$ cat src/verilog/pulse_timer_defs.svh
// timing constants and field values for the pulse width timer
`ifndef PULSE_TIMER_DEFS_SVH
`define PULSE_TIMER_DEFS_SVH
`define CLK_HZ            10000000
`define BASE_HZ           7372800
`define BASE_PER_TICK     8
// tick period in ns, rounded down, at least one clock
`define TICK_NS           ((`BASE_PER_TICK * 1000000) / (`BASE_HZ / 1000))
`define TICK_CYC          ((`TICK_NS * (`CLK_HZ / 1000000)) / 1000)
`define LEVEL_HIGH        1'b1
`define LEVEL_LOW         1'b0
`define DUMMY_PIN         8'h00
`define SIGNED_MAX        32'h00007fff
`define SIGNED_TIMEOUT_US 35500
`define EXT_TIMEOUT_US    71000
`define SIGNED_TIMEOUT    ((`SIGNED_TIMEOUT_US * 1000) / `TICK_NS)
`define EXT_TIMEOUT       ((`EXT_TIMEOUT_US * 1000) / `TICK_NS)
`define RTC_SAFE_TICKS    1800
`endif

$ cat src/verilog/pulse_timer_pkg.sv
// types shared by the pulse width timer files
package pulse_timer_pkg;
  typedef enum logic [2:0] {
    ST_IDLE,
    ST_WAIT_LEVEL,
    ST_MEASURE,
    ST_EMIT,
    ST_DONE
  } state_t;
endpackage

$ cat src/verilog/pulse_width_timer.sv
// pulse width measurement and single pulse emission on selectable pins
// Operation
// - widths counted in ticks of eight 7.3728 MHz base clock periods.
// - level bit 1 selects high pulse, 0 selects low pulse.
// - measure waits for selected level, then counts until level ends or timeout.
// - signed mode reports valid widths from 0 to 32767 ticks, and only below the signed timeout count.
// - signed mode gives up near 35.5 ms and reports zero.
// - extended mode spans up to 71.1 ms, times out near 71 ms reporting zero.
// - emit drives selected level for programmed ticks, then restores opposite level.
// - completion of emit signalled only after whole pulse has been output.
// - pin 0 selected makes emit a pure delay touching no pin.
// - active operation holds off timekeeping tick; beyond 1800 ticks time is lost.
`timescale 1ns/1ps
`include "pulse_timer_defs.svh"
module pulse_width_timer #(
  parameter int PINS      = 16,
  parameter int PIN_BITS  = 8,
  parameter int SIGNED_TO = `SIGNED_TIMEOUT,
  parameter int EXT_TO    = `EXT_TIMEOUT
) (
  input  wire logic                clock_i,
  input  wire logic                nrst_i,
  input  wire logic                measure_start_i,
  input  wire logic                measure_ext_i,
  input  wire logic                emit_start_i,
  input  wire logic [PIN_BITS-1:0] pin_sel_i,
  input  wire logic                level_i,
  input  wire logic [15:0]         emit_width_i,
  input  wire logic                rtc_tick_i,
  input  wire logic [PINS:1]       pin_in_i,
  output logic      [PINS:1]       pin_out_o,
  output logic      [PINS:1]       pin_oe_n_o,
  output logic                     busy_o,
  output logic                     done_o,
  output logic      [15:0]         width_count_o,
  output logic                     timeout_o,
  output logic                     rtc_tick_o,
  output logic                     rtc_lost_o
);
  // refuse sizes that the select and the 16-bit counters cannot serve
  if (PINS < 1 || PINS >= (1 << PIN_BITS)) begin : g_bad_pins
    $error("pin count does not fit pin select");
  end
  if (PIN_BITS < 1 || PIN_BITS > 16) begin : g_bad_sel
    $error("pin select width out of range");
  end
  if (SIGNED_TO < 1 || SIGNED_TO > 65535) begin : g_bad_signed
    $error("signed timeout out of range");
  end
  if (EXT_TO < 1 || EXT_TO > 65535) begin : g_bad_ext
    $error("extended timeout out of range");
  end
  if (`TICK_CYC < 1) begin : g_bad_tick
    $error("tick shorter than one clock");
  end

  typedef struct packed {
    pulse_timer_pkg::state_t st;
    logic [PIN_BITS-1:0]     pin;
    logic                    level;
    logic                    ext;
    logic                    emitting;
    logic [15:0]             cnt;
    logic [15:0]             limit;
    logic [15:0]             width;
    logic                    timeout;
    logic                    done;
    logic                    lost;
    logic [15:0]             held;
    logic [PINS:1]           drive;
    logic [PINS:1]           oe_n;
  } timer_state_t;

  localparam logic [15:0] SIGNED_LIMIT = 16'(SIGNED_TO);
  localparam logic [15:0] EXT_LIMIT    = 16'(EXT_TO);
  localparam logic [15:0] SIGNED_CAP   = 16'(`SIGNED_MAX);
  // one past the safe count, so an operation of exactly that length is still clean
  localparam logic [15:0] HELD_LIMIT   = 16'(`RTC_SAFE_TICKS + 1);
  localparam logic [15:0] CNT_STEP     = 16'h0001;

  // reset image: nothing driven, every enable released
  localparam timer_state_t RESET_STATE = '{
    st:       pulse_timer_pkg::ST_IDLE,
    pin:      '0,
    level:    `LEVEL_LOW,
    ext:      1'b0,
    emitting: 1'b0,
    cnt:      '0,
    limit:    '0,
    width:    '0,
    timeout:  1'b0,
    done:     1'b0,
    lost:     1'b0,
    held:     '0,
    drive:    '0,
    oe_n:     '1
  };

  timer_state_t s_q;
  timer_state_t s_d;
  logic         tick;
  logic         restart;
  logic [PINS:1] pin_sync;
  logic         pin_level;
  logic          accept;
  logic          op_active;
  logic [PINS:1] sel_mask;
  logic [PINS:1] cur_mask;

  // one-hot select of a physical pin, zero for the dummy pin
  function automatic logic [PINS:1] pin_mask(input logic [PIN_BITS-1:0] sel);
    logic [PINS:1] m;
    m = '0;
    for (int i = 1; i <= PINS; i++) begin
      if (sel == PIN_BITS'(i)) m[i] = 1'b1;
    end
    return m;
  endfunction

  // new drive image in which only the masked pins take the level
  function automatic logic [PINS:1] drive_pin(input logic [PINS:1] old, input logic [PINS:1] mask,
                                              input logic lvl);
    return (old & ~mask) | ({PINS{lvl}} & mask);
  endfunction

  genvar g;
  generate
    for (g = 1; g <= PINS; g++) begin : g_sync
      pin_sync u_sync (
        .clock_i (clock_i),
        .nrst_i  (nrst_i),
        .async_i (pin_in_i[g]),
        .sync_o  (pin_sync[g])
      );
    end
  endgenerate

  tick_divider #(
    .DIV (`TICK_CYC)
  ) u_tick (
    .clock_i   (clock_i),
    .nrst_i    (nrst_i),
    .restart_i (restart),
    .tick_o    (tick)
  );

  assign sel_mask = pin_mask(pin_sel_i);
  assign cur_mask = pin_mask(s_q.pin);
  assign pin_level = |(pin_sync & cur_mask);
  // requests taken only from idle; starts while busy are dropped silently
  assign accept = (s_q.st == pulse_timer_pkg::ST_IDLE) && (measure_start_i || emit_start_i);
  // states in which the pin is watched or driven
  assign op_active = (s_q.st == pulse_timer_pkg::ST_WAIT_LEVEL) || (s_q.st == pulse_timer_pkg::ST_MEASURE) ||
                     (s_q.st == pulse_timer_pkg::ST_EMIT);
  // prescaler restarts on each accepted request
  assign restart = accept;

  always_comb begin
    s_d = s_q;
    s_d.done = 1'b0;
    unique case (s_q.st)
      pulse_timer_pkg::ST_IDLE: begin
        if (measure_start_i) begin
          s_d.pin = pin_sel_i;
          s_d.level = level_i;
          s_d.ext = measure_ext_i;
          s_d.emitting = 1'b0;
          s_d.cnt = '0;
          s_d.limit = measure_ext_i ? EXT_LIMIT : SIGNED_LIMIT;
          s_d.st = pulse_timer_pkg::ST_WAIT_LEVEL;
        end else if (emit_start_i) begin
          s_d.pin = pin_sel_i;
          s_d.level = level_i;
          s_d.emitting = 1'b1;
          s_d.cnt = '0;
          s_d.limit = emit_width_i;
          // dummy pin leaves every pin untouched
          // drive selected level on chosen pin
          s_d.drive = drive_pin(s_q.drive, sel_mask, level_i);
          s_d.oe_n = s_q.oe_n & ~sel_mask;
          s_d.st = pulse_timer_pkg::ST_EMIT;
        end
      end
      pulse_timer_pkg::ST_WAIT_LEVEL: begin
        // wait for selected level, timeout still runs
        if (pin_level == s_q.level) begin
          s_d.st = pulse_timer_pkg::ST_MEASURE;
        end else if (tick) begin
          s_d.cnt = s_q.cnt + 16'h0001;
          if (s_d.cnt >= s_q.limit) begin
            s_d.width = '0;
            s_d.timeout = 1'b1;
            s_d.st = pulse_timer_pkg::ST_DONE;
          end
        end
        if (pin_level == s_q.level) s_d.cnt = '0;
      end
      pulse_timer_pkg::ST_MEASURE: begin
        if (pin_level != s_q.level) begin
          s_d.width = s_q.cnt;
          s_d.timeout = 1'b0;
          s_d.st = pulse_timer_pkg::ST_DONE;
        end else if (tick) begin
          s_d.cnt = s_q.cnt + 16'h0001;
          if (s_d.cnt >= s_q.limit ||
              (!s_q.ext && s_d.cnt > SIGNED_CAP)) begin
            s_d.width = '0;
            s_d.timeout = 1'b1;
            s_d.st = pulse_timer_pkg::ST_DONE;
          end
        end
      end
      pulse_timer_pkg::ST_EMIT: begin
        // width zero is out of range, treated as one tick
        if (tick) begin
          s_d.cnt = s_q.cnt + 16'h0001;
          if (s_d.cnt >= s_q.limit) begin
            s_d.drive = drive_pin(s_q.drive, cur_mask, ~s_q.level);
            s_d.width = s_q.limit;
            s_d.timeout = 1'b0;
            s_d.st = pulse_timer_pkg::ST_DONE;
          end
        end
      end
      pulse_timer_pkg::ST_DONE: begin
        // done only once the pulse has fully ended
        s_d.done = 1'b1;
        s_d.st = pulse_timer_pkg::ST_IDLE;
      end
      default: begin
        // unreachable code: fall back to idle, pin drive kept
        s_d.st = pulse_timer_pkg::ST_IDLE;
      end
    endcase
    // any tick gated off while busy, done cycle included, is lost
    if (s_q.st != pulse_timer_pkg::ST_IDLE && (rtc_tick_i || s_q.held == HELD_LIMIT)) begin
      s_d.lost = 1'b1;
    end else if (accept) begin
      s_d.lost = 1'b0;
    end
    // operation past the safe tick count also loses time
    if (accept) begin
      s_d.held = '0;
    end else if (tick && op_active && s_q.held != HELD_LIMIT) begin
      s_d.held = s_q.held + CNT_STEP;
    end
  end

  always_ff @(posedge clock_i or negedge nrst_i) begin
    if (!nrst_i) begin
      s_q <= RESET_STATE;
    end else begin
      s_q <= s_d;
    end
  end

  assign pin_out_o = s_q.drive;
  assign pin_oe_n_o = s_q.oe_n;
  assign busy_o = (s_q.st != pulse_timer_pkg::ST_IDLE);
  assign done_o = s_q.done;
  assign width_count_o = s_q.width;
  assign timeout_o = s_q.timeout;
  // timekeeping tick held off while busy
  assign rtc_tick_o = rtc_tick_i && !busy_o;
  assign rtc_lost_o = s_q.lost;
endmodule

$ cat src/verilog/tick_divider.sv
// prescaler giving one-cycle tick enables, restartable
`timescale 1ns/1ps
module tick_divider #(
  parameter int DIV = 10
) (
  input  wire logic clock_i,
  input  wire logic nrst_i,
  input  wire logic restart_i,
  output logic      tick_o
);
  if (DIV < 1 || DIV > 65536) begin : g_bad_div
    $error("tick divider out of range");
  end
  typedef struct packed {
    logic [15:0] cnt;
    logic        tick;
  } div_state_t;
  div_state_t s_q;
  div_state_t s_d;
  localparam logic [15:0] LAST = 16'(DIV - 1);
  always_comb begin
    s_d = s_q;
    s_d.tick = 1'b0;
    if (restart_i) begin
      s_d.cnt = '0;
    end else if (s_q.cnt == LAST) begin
      s_d.cnt = '0;
      s_d.tick = 1'b1;
    end else begin
      s_d.cnt = s_q.cnt + 16'h0001;
    end
  end
  always_ff @(posedge clock_i or negedge nrst_i) begin
    if (!nrst_i) begin
      s_q <= '0;
    end else begin
      s_q <= s_d;
    end
  end
  assign tick_o = s_q.tick;
endmodule

$ cat src/verilog/pin_sync.sv
// two-stage synchroniser for one input pin level, one instance per pin
`timescale 1ns/1ps
module pin_sync (
  input  wire logic clock_i,
  input  wire logic nrst_i,
  input  wire logic async_i,
  output logic      sync_o
);
  typedef struct packed {
    logic meta;
    logic stable;
  } sync_state_t;
  sync_state_t s_q;
  sync_state_t s_d;
  always_comb begin
    s_d.meta = async_i;
    s_d.stable = s_q.meta;
  end
  always_ff @(posedge clock_i or negedge nrst_i) begin
    if (!nrst_i) begin
      s_q <= '0;
    end else begin
      s_q <= s_d;
    end
  end
  assign sync_o = s_q.stable;
endmodule

$ cat config.mk
export PLATFORM = sky130hd
export DESIGN_NAME = pulse_width_timer
export DESIGN_NICKNAME = d
export VERILOG_FILES = /design/src/verilog/pulse_timer_pkg.sv /design/src/verilog/pulse_width_timer.sv /design/src/verilog/tick_divider.sv /design/src/verilog/pin_sync.sv
export VERILOG_INCLUDE_DIRS = /design/src /design/src/verilog
export SDC_FILE = /design/constraint.sdc
export NUM_CORES = 1
export LEC_CHECK = 0
export BUFFER_PORTS_ARGS = -buffer_cell sky130_fd_sc_hd__buf_2
export CORE_MARGIN = 2
export CORE_UTILIZATION = 45
export DETAILED_ROUTE_END_ITERATION = 6
export PLACE_DENSITY_LB_ADDON = 0.2
export SETUP_SLACK_MARGIN = 0.5
export SYNTH_ARGS = -nofsm -noshare
export SYNTH_HDL_FRONTEND = slang
export SYNTH_SLANG_ARGS = --single-unit
$ cat constraint.sdc
create_clock -name clock_i -period 3.55 [get_ports clock_i]
set_clock_uncertainty 0.2 [all_clocks]
set_input_delay 0 -clock clock_i [delete_from_list [all_inputs] [get_ports clock_i]]
set_output_delay 0 -clock clock_i [all_outputs]
set_load 0.05 [all_outputs]
==> qor.csv <==
metric;value;unit
ANT nets after route;0;
simple-gate share of the synthesized area;0.188;
asr flop ratio synth;1.00;
Commonest cells post-synth;dfrtp_1 (145), nand2_1 (103), nor2_1 (66);
crit path time final;3330;ps
Die H;141;um
smallest hold slack;-26.2;ps
CTS clk-pin slew, worst paths;70;ps
# DRC;0;
Clk Tree Root Cell;clkbuf_16;
Starting Density;0.455;
VDD IR-drop max;0.406;mV
most frequent cell after synthesis;dfrtp_1;
WP data arrival;3440;ps
critical path capture point type;flip-flop;
clock sinks;161;
Final Hold Fails;18;
Mapped Cells;855;
flops & latches, synth;161;
Final Cycle Share;0.938;
GR Util met1;0.303;
# setup viols final;0;
prevailing post-synth register cell;dfrtp_1;
vias per cell;5.44;
met2 GRT Util;0.329;
cell row count;50;
number of synthesized flops with an enable pin;0;
largest net degree at the start of global routing;83;
IO Count;100;
Vias;6878;
# port buffers;99;
vias in the first global route;6592;
combinational family with the most area after synthesis;simple AND/OR/NAND/NOR gates;
fillers;1587;
CTS H-tree depth;4;
Core ar.;18500;um2
status;finished with violations;
critical path type;reg -> reg;
Final #Nets;1085;
initial antenna violation count;0;
TritonRoute pass-1 iters;5;
Max Clock Freq;300;MHz
Cell Pwr Density;757;nW/um2
Synth Net Count;924;
TritonCTS clock tree;done;
post-synthesis compound-gate area fraction;0.148;
mapped cell area;8420;um2
LEAKAGE;5.23;nW
synthesis-to-finish area growth;28.3;%
share of layout cells above drive strength 1;0.286;
Slew Limit Fails;0;
Die X;141;um
multiplexer share of the synthesized area;0.0349;
initial drt markers;419;
relative slew slack;0.353;
share of the synthesized area in the top cell type;0.431;
Finished Cell Area;10800;um2
CP Data Required Time;3660;ps
failing checks;hold timing;
DR WL/cell;17.2;um
WL final;21700;um
Worst Max-Slew Pin Slew;968;ps
max-cap check violation count;0;
Die ar.;19800;um2
Synth area leader;dfrtp_1;
Adder-Cell Fraction of Synth Area;0.0327;
Max FO, Critical Path;6;
fraction of the yosys area taken by sequential cells;0.481;
Yosys warning count;0;
hpwl dp;13700;um
met3 Resource Use GR;0.0421;
aggregate global routing overflow;0;
Worst Hold Class;in -> async;
All-Layer GR Usage;0.215;
Startpoint Class;flip-flop;
Placed Area;9050;um2
Avg Cell Area, Syn;9.85;um2
Final Wtd Congestion;0.853;
busiest grt layer;met2;
setup_tns;0;ps
first-pass GRT wire length;33900;um
Clk Latency, worst-skew pair;430;ps
Synth Area in XOR/XNOR;0.0385;
Synth area leaders;dfrtp_1 (43%), dfstp_2 (5.0%), buf_4 (4.6%);
Bufs on Longest Clock Path;2;
CTS buffer count;17;
Cell variety after synth;64;
RSZ-0062 raised after global routing;true;
-- final timing paths --
kind,start,end,slack [ps],cells past startpoint
min in group clock_i,pin_in_i[5],g_sync[5].u_sync.s_d[0],20,2
hold reg to reg,g_sync[7].u_sync.s_d[0],g_sync[7].u_sync.sync_o,150,0
setup / recovery,s_q[88],width_count_o[6],220,15
hold / removal,nrst_i,g_sync[13].u_sync.s_d[0],-30,2
setup reg to reg,s_q[88],width_count_o[6],220,15
max in group asynchronous,nrst_i,s_q[112],2290,3
-- state kept, by name (all words and copies together) (netlist names), named ones only --
signal                cells
width_count_o            16
pin_oe_n_o               16
u_tick.s_q               16
u_tick.tick_o             1
g_sync.u_sync.s_d        16
timeout_o                 1
done_o                    1
rtc_lost_o                1
g_sync.u_sync.sync_o     16
s_q                      61
-- power by group --
part	internal, W	switching, W	leakage [nW]
logic	0.00139	0.00227	2.94
registers	0.00226	0.000377	1.99
clock network	0.00108	0.000812	0.299
-- cells by family (layout without fill, tap and decap cells) --
family	after synthesis	count (layout)
XOR/XNOR	37	37
AO/OA/AOI/OAI	180	180
other	0	1
buffers and inverters	115	288
flip-flops	161	161
AND/OR/NAND/NOR	313	314
adder cells (fa/ha/maj)	22	22
multiplexers	27	27
-- placed cells by master, fill, tap and decap left out, drive strengths merged, types with 12 or more instances in the layout --
cell type and count:
a21boi 15, a21oi 56, a22o 25, a31oi 13
and2 13, and3 17, buf 166, clkbuf 21
dfrtp 145, dfstp 16, dlygate4sd3 59, ha 22
inv 37, mux2 19, nand2 105, nand3 41
nor2 66, o21ai 19, o32a 16, xnor2 12
xor2 25
-- timing repair --
action | in CTS | in global routing
setup buffers | 16 | 9
setup endpoints to repair | 47 | 48
gates resized for setup | 14 | 51
gates cloned | 1 | 4
endpoints found under the hold margin | 138 | 1
pin swaps | 9 | 35
hold buffers | 58 | 1
-- through the flow --
step / hold slack [ps] / setup WS, ps / cells / power (W) / util
6_report: -26.2 / 221 / 1264 / 0.00819 / 0.584
5_1_grt: 17.0 / 69.0 / 1263 / 0.00862 / 0.584
4_1_cts: 0.571 / 269 / 1249 / 0.00797 / 0.564
3_5_place_dp: -102 / 38.1 / 1142 / 0.00586 / 0.489
3_3_place_gp: -105 / 115 / 1142 / 0.00581 / 0.489
2_1_floorplan: -496 / 153 / 855 / 0.00525 / -
-- cell type report --
type,instances,area [um2],share of cell area
Antenna cell,1,2.50,0.000231
Clock buffer,18,439,0.0406
Clock inverter,14,164,0.0152
Inverter,28,110,0.0102
Multi-Input combinational cell,580,4010,0.371
Sequential cell,161,4050,0.375
Tap cell,234,293,0.0271
Timing Repair Buffer,228,1740,0.161
-- per-layer routing --
layer  vias up  wire, um
met5         -         0
met4         0       428
met3        36      1090
met2       210     10100
met1      3338     10100
li1       3294         -
-- critical path: stages (launching register included) --
cell and delay [ps]:
dfrtp_1 370, nand4_1 130, nor3_2 220, and2_4 190, nand3_4 90, xnor2_2 170
ha_1 290, a21o_1 160, a21o_1 160, a21oi_2 130, o32ai_2 90, a41oi_2 200
nand4_1 180, nand2_4 160, buf_12 140, mux2_2 320
(Power assumes the default switching activity.)
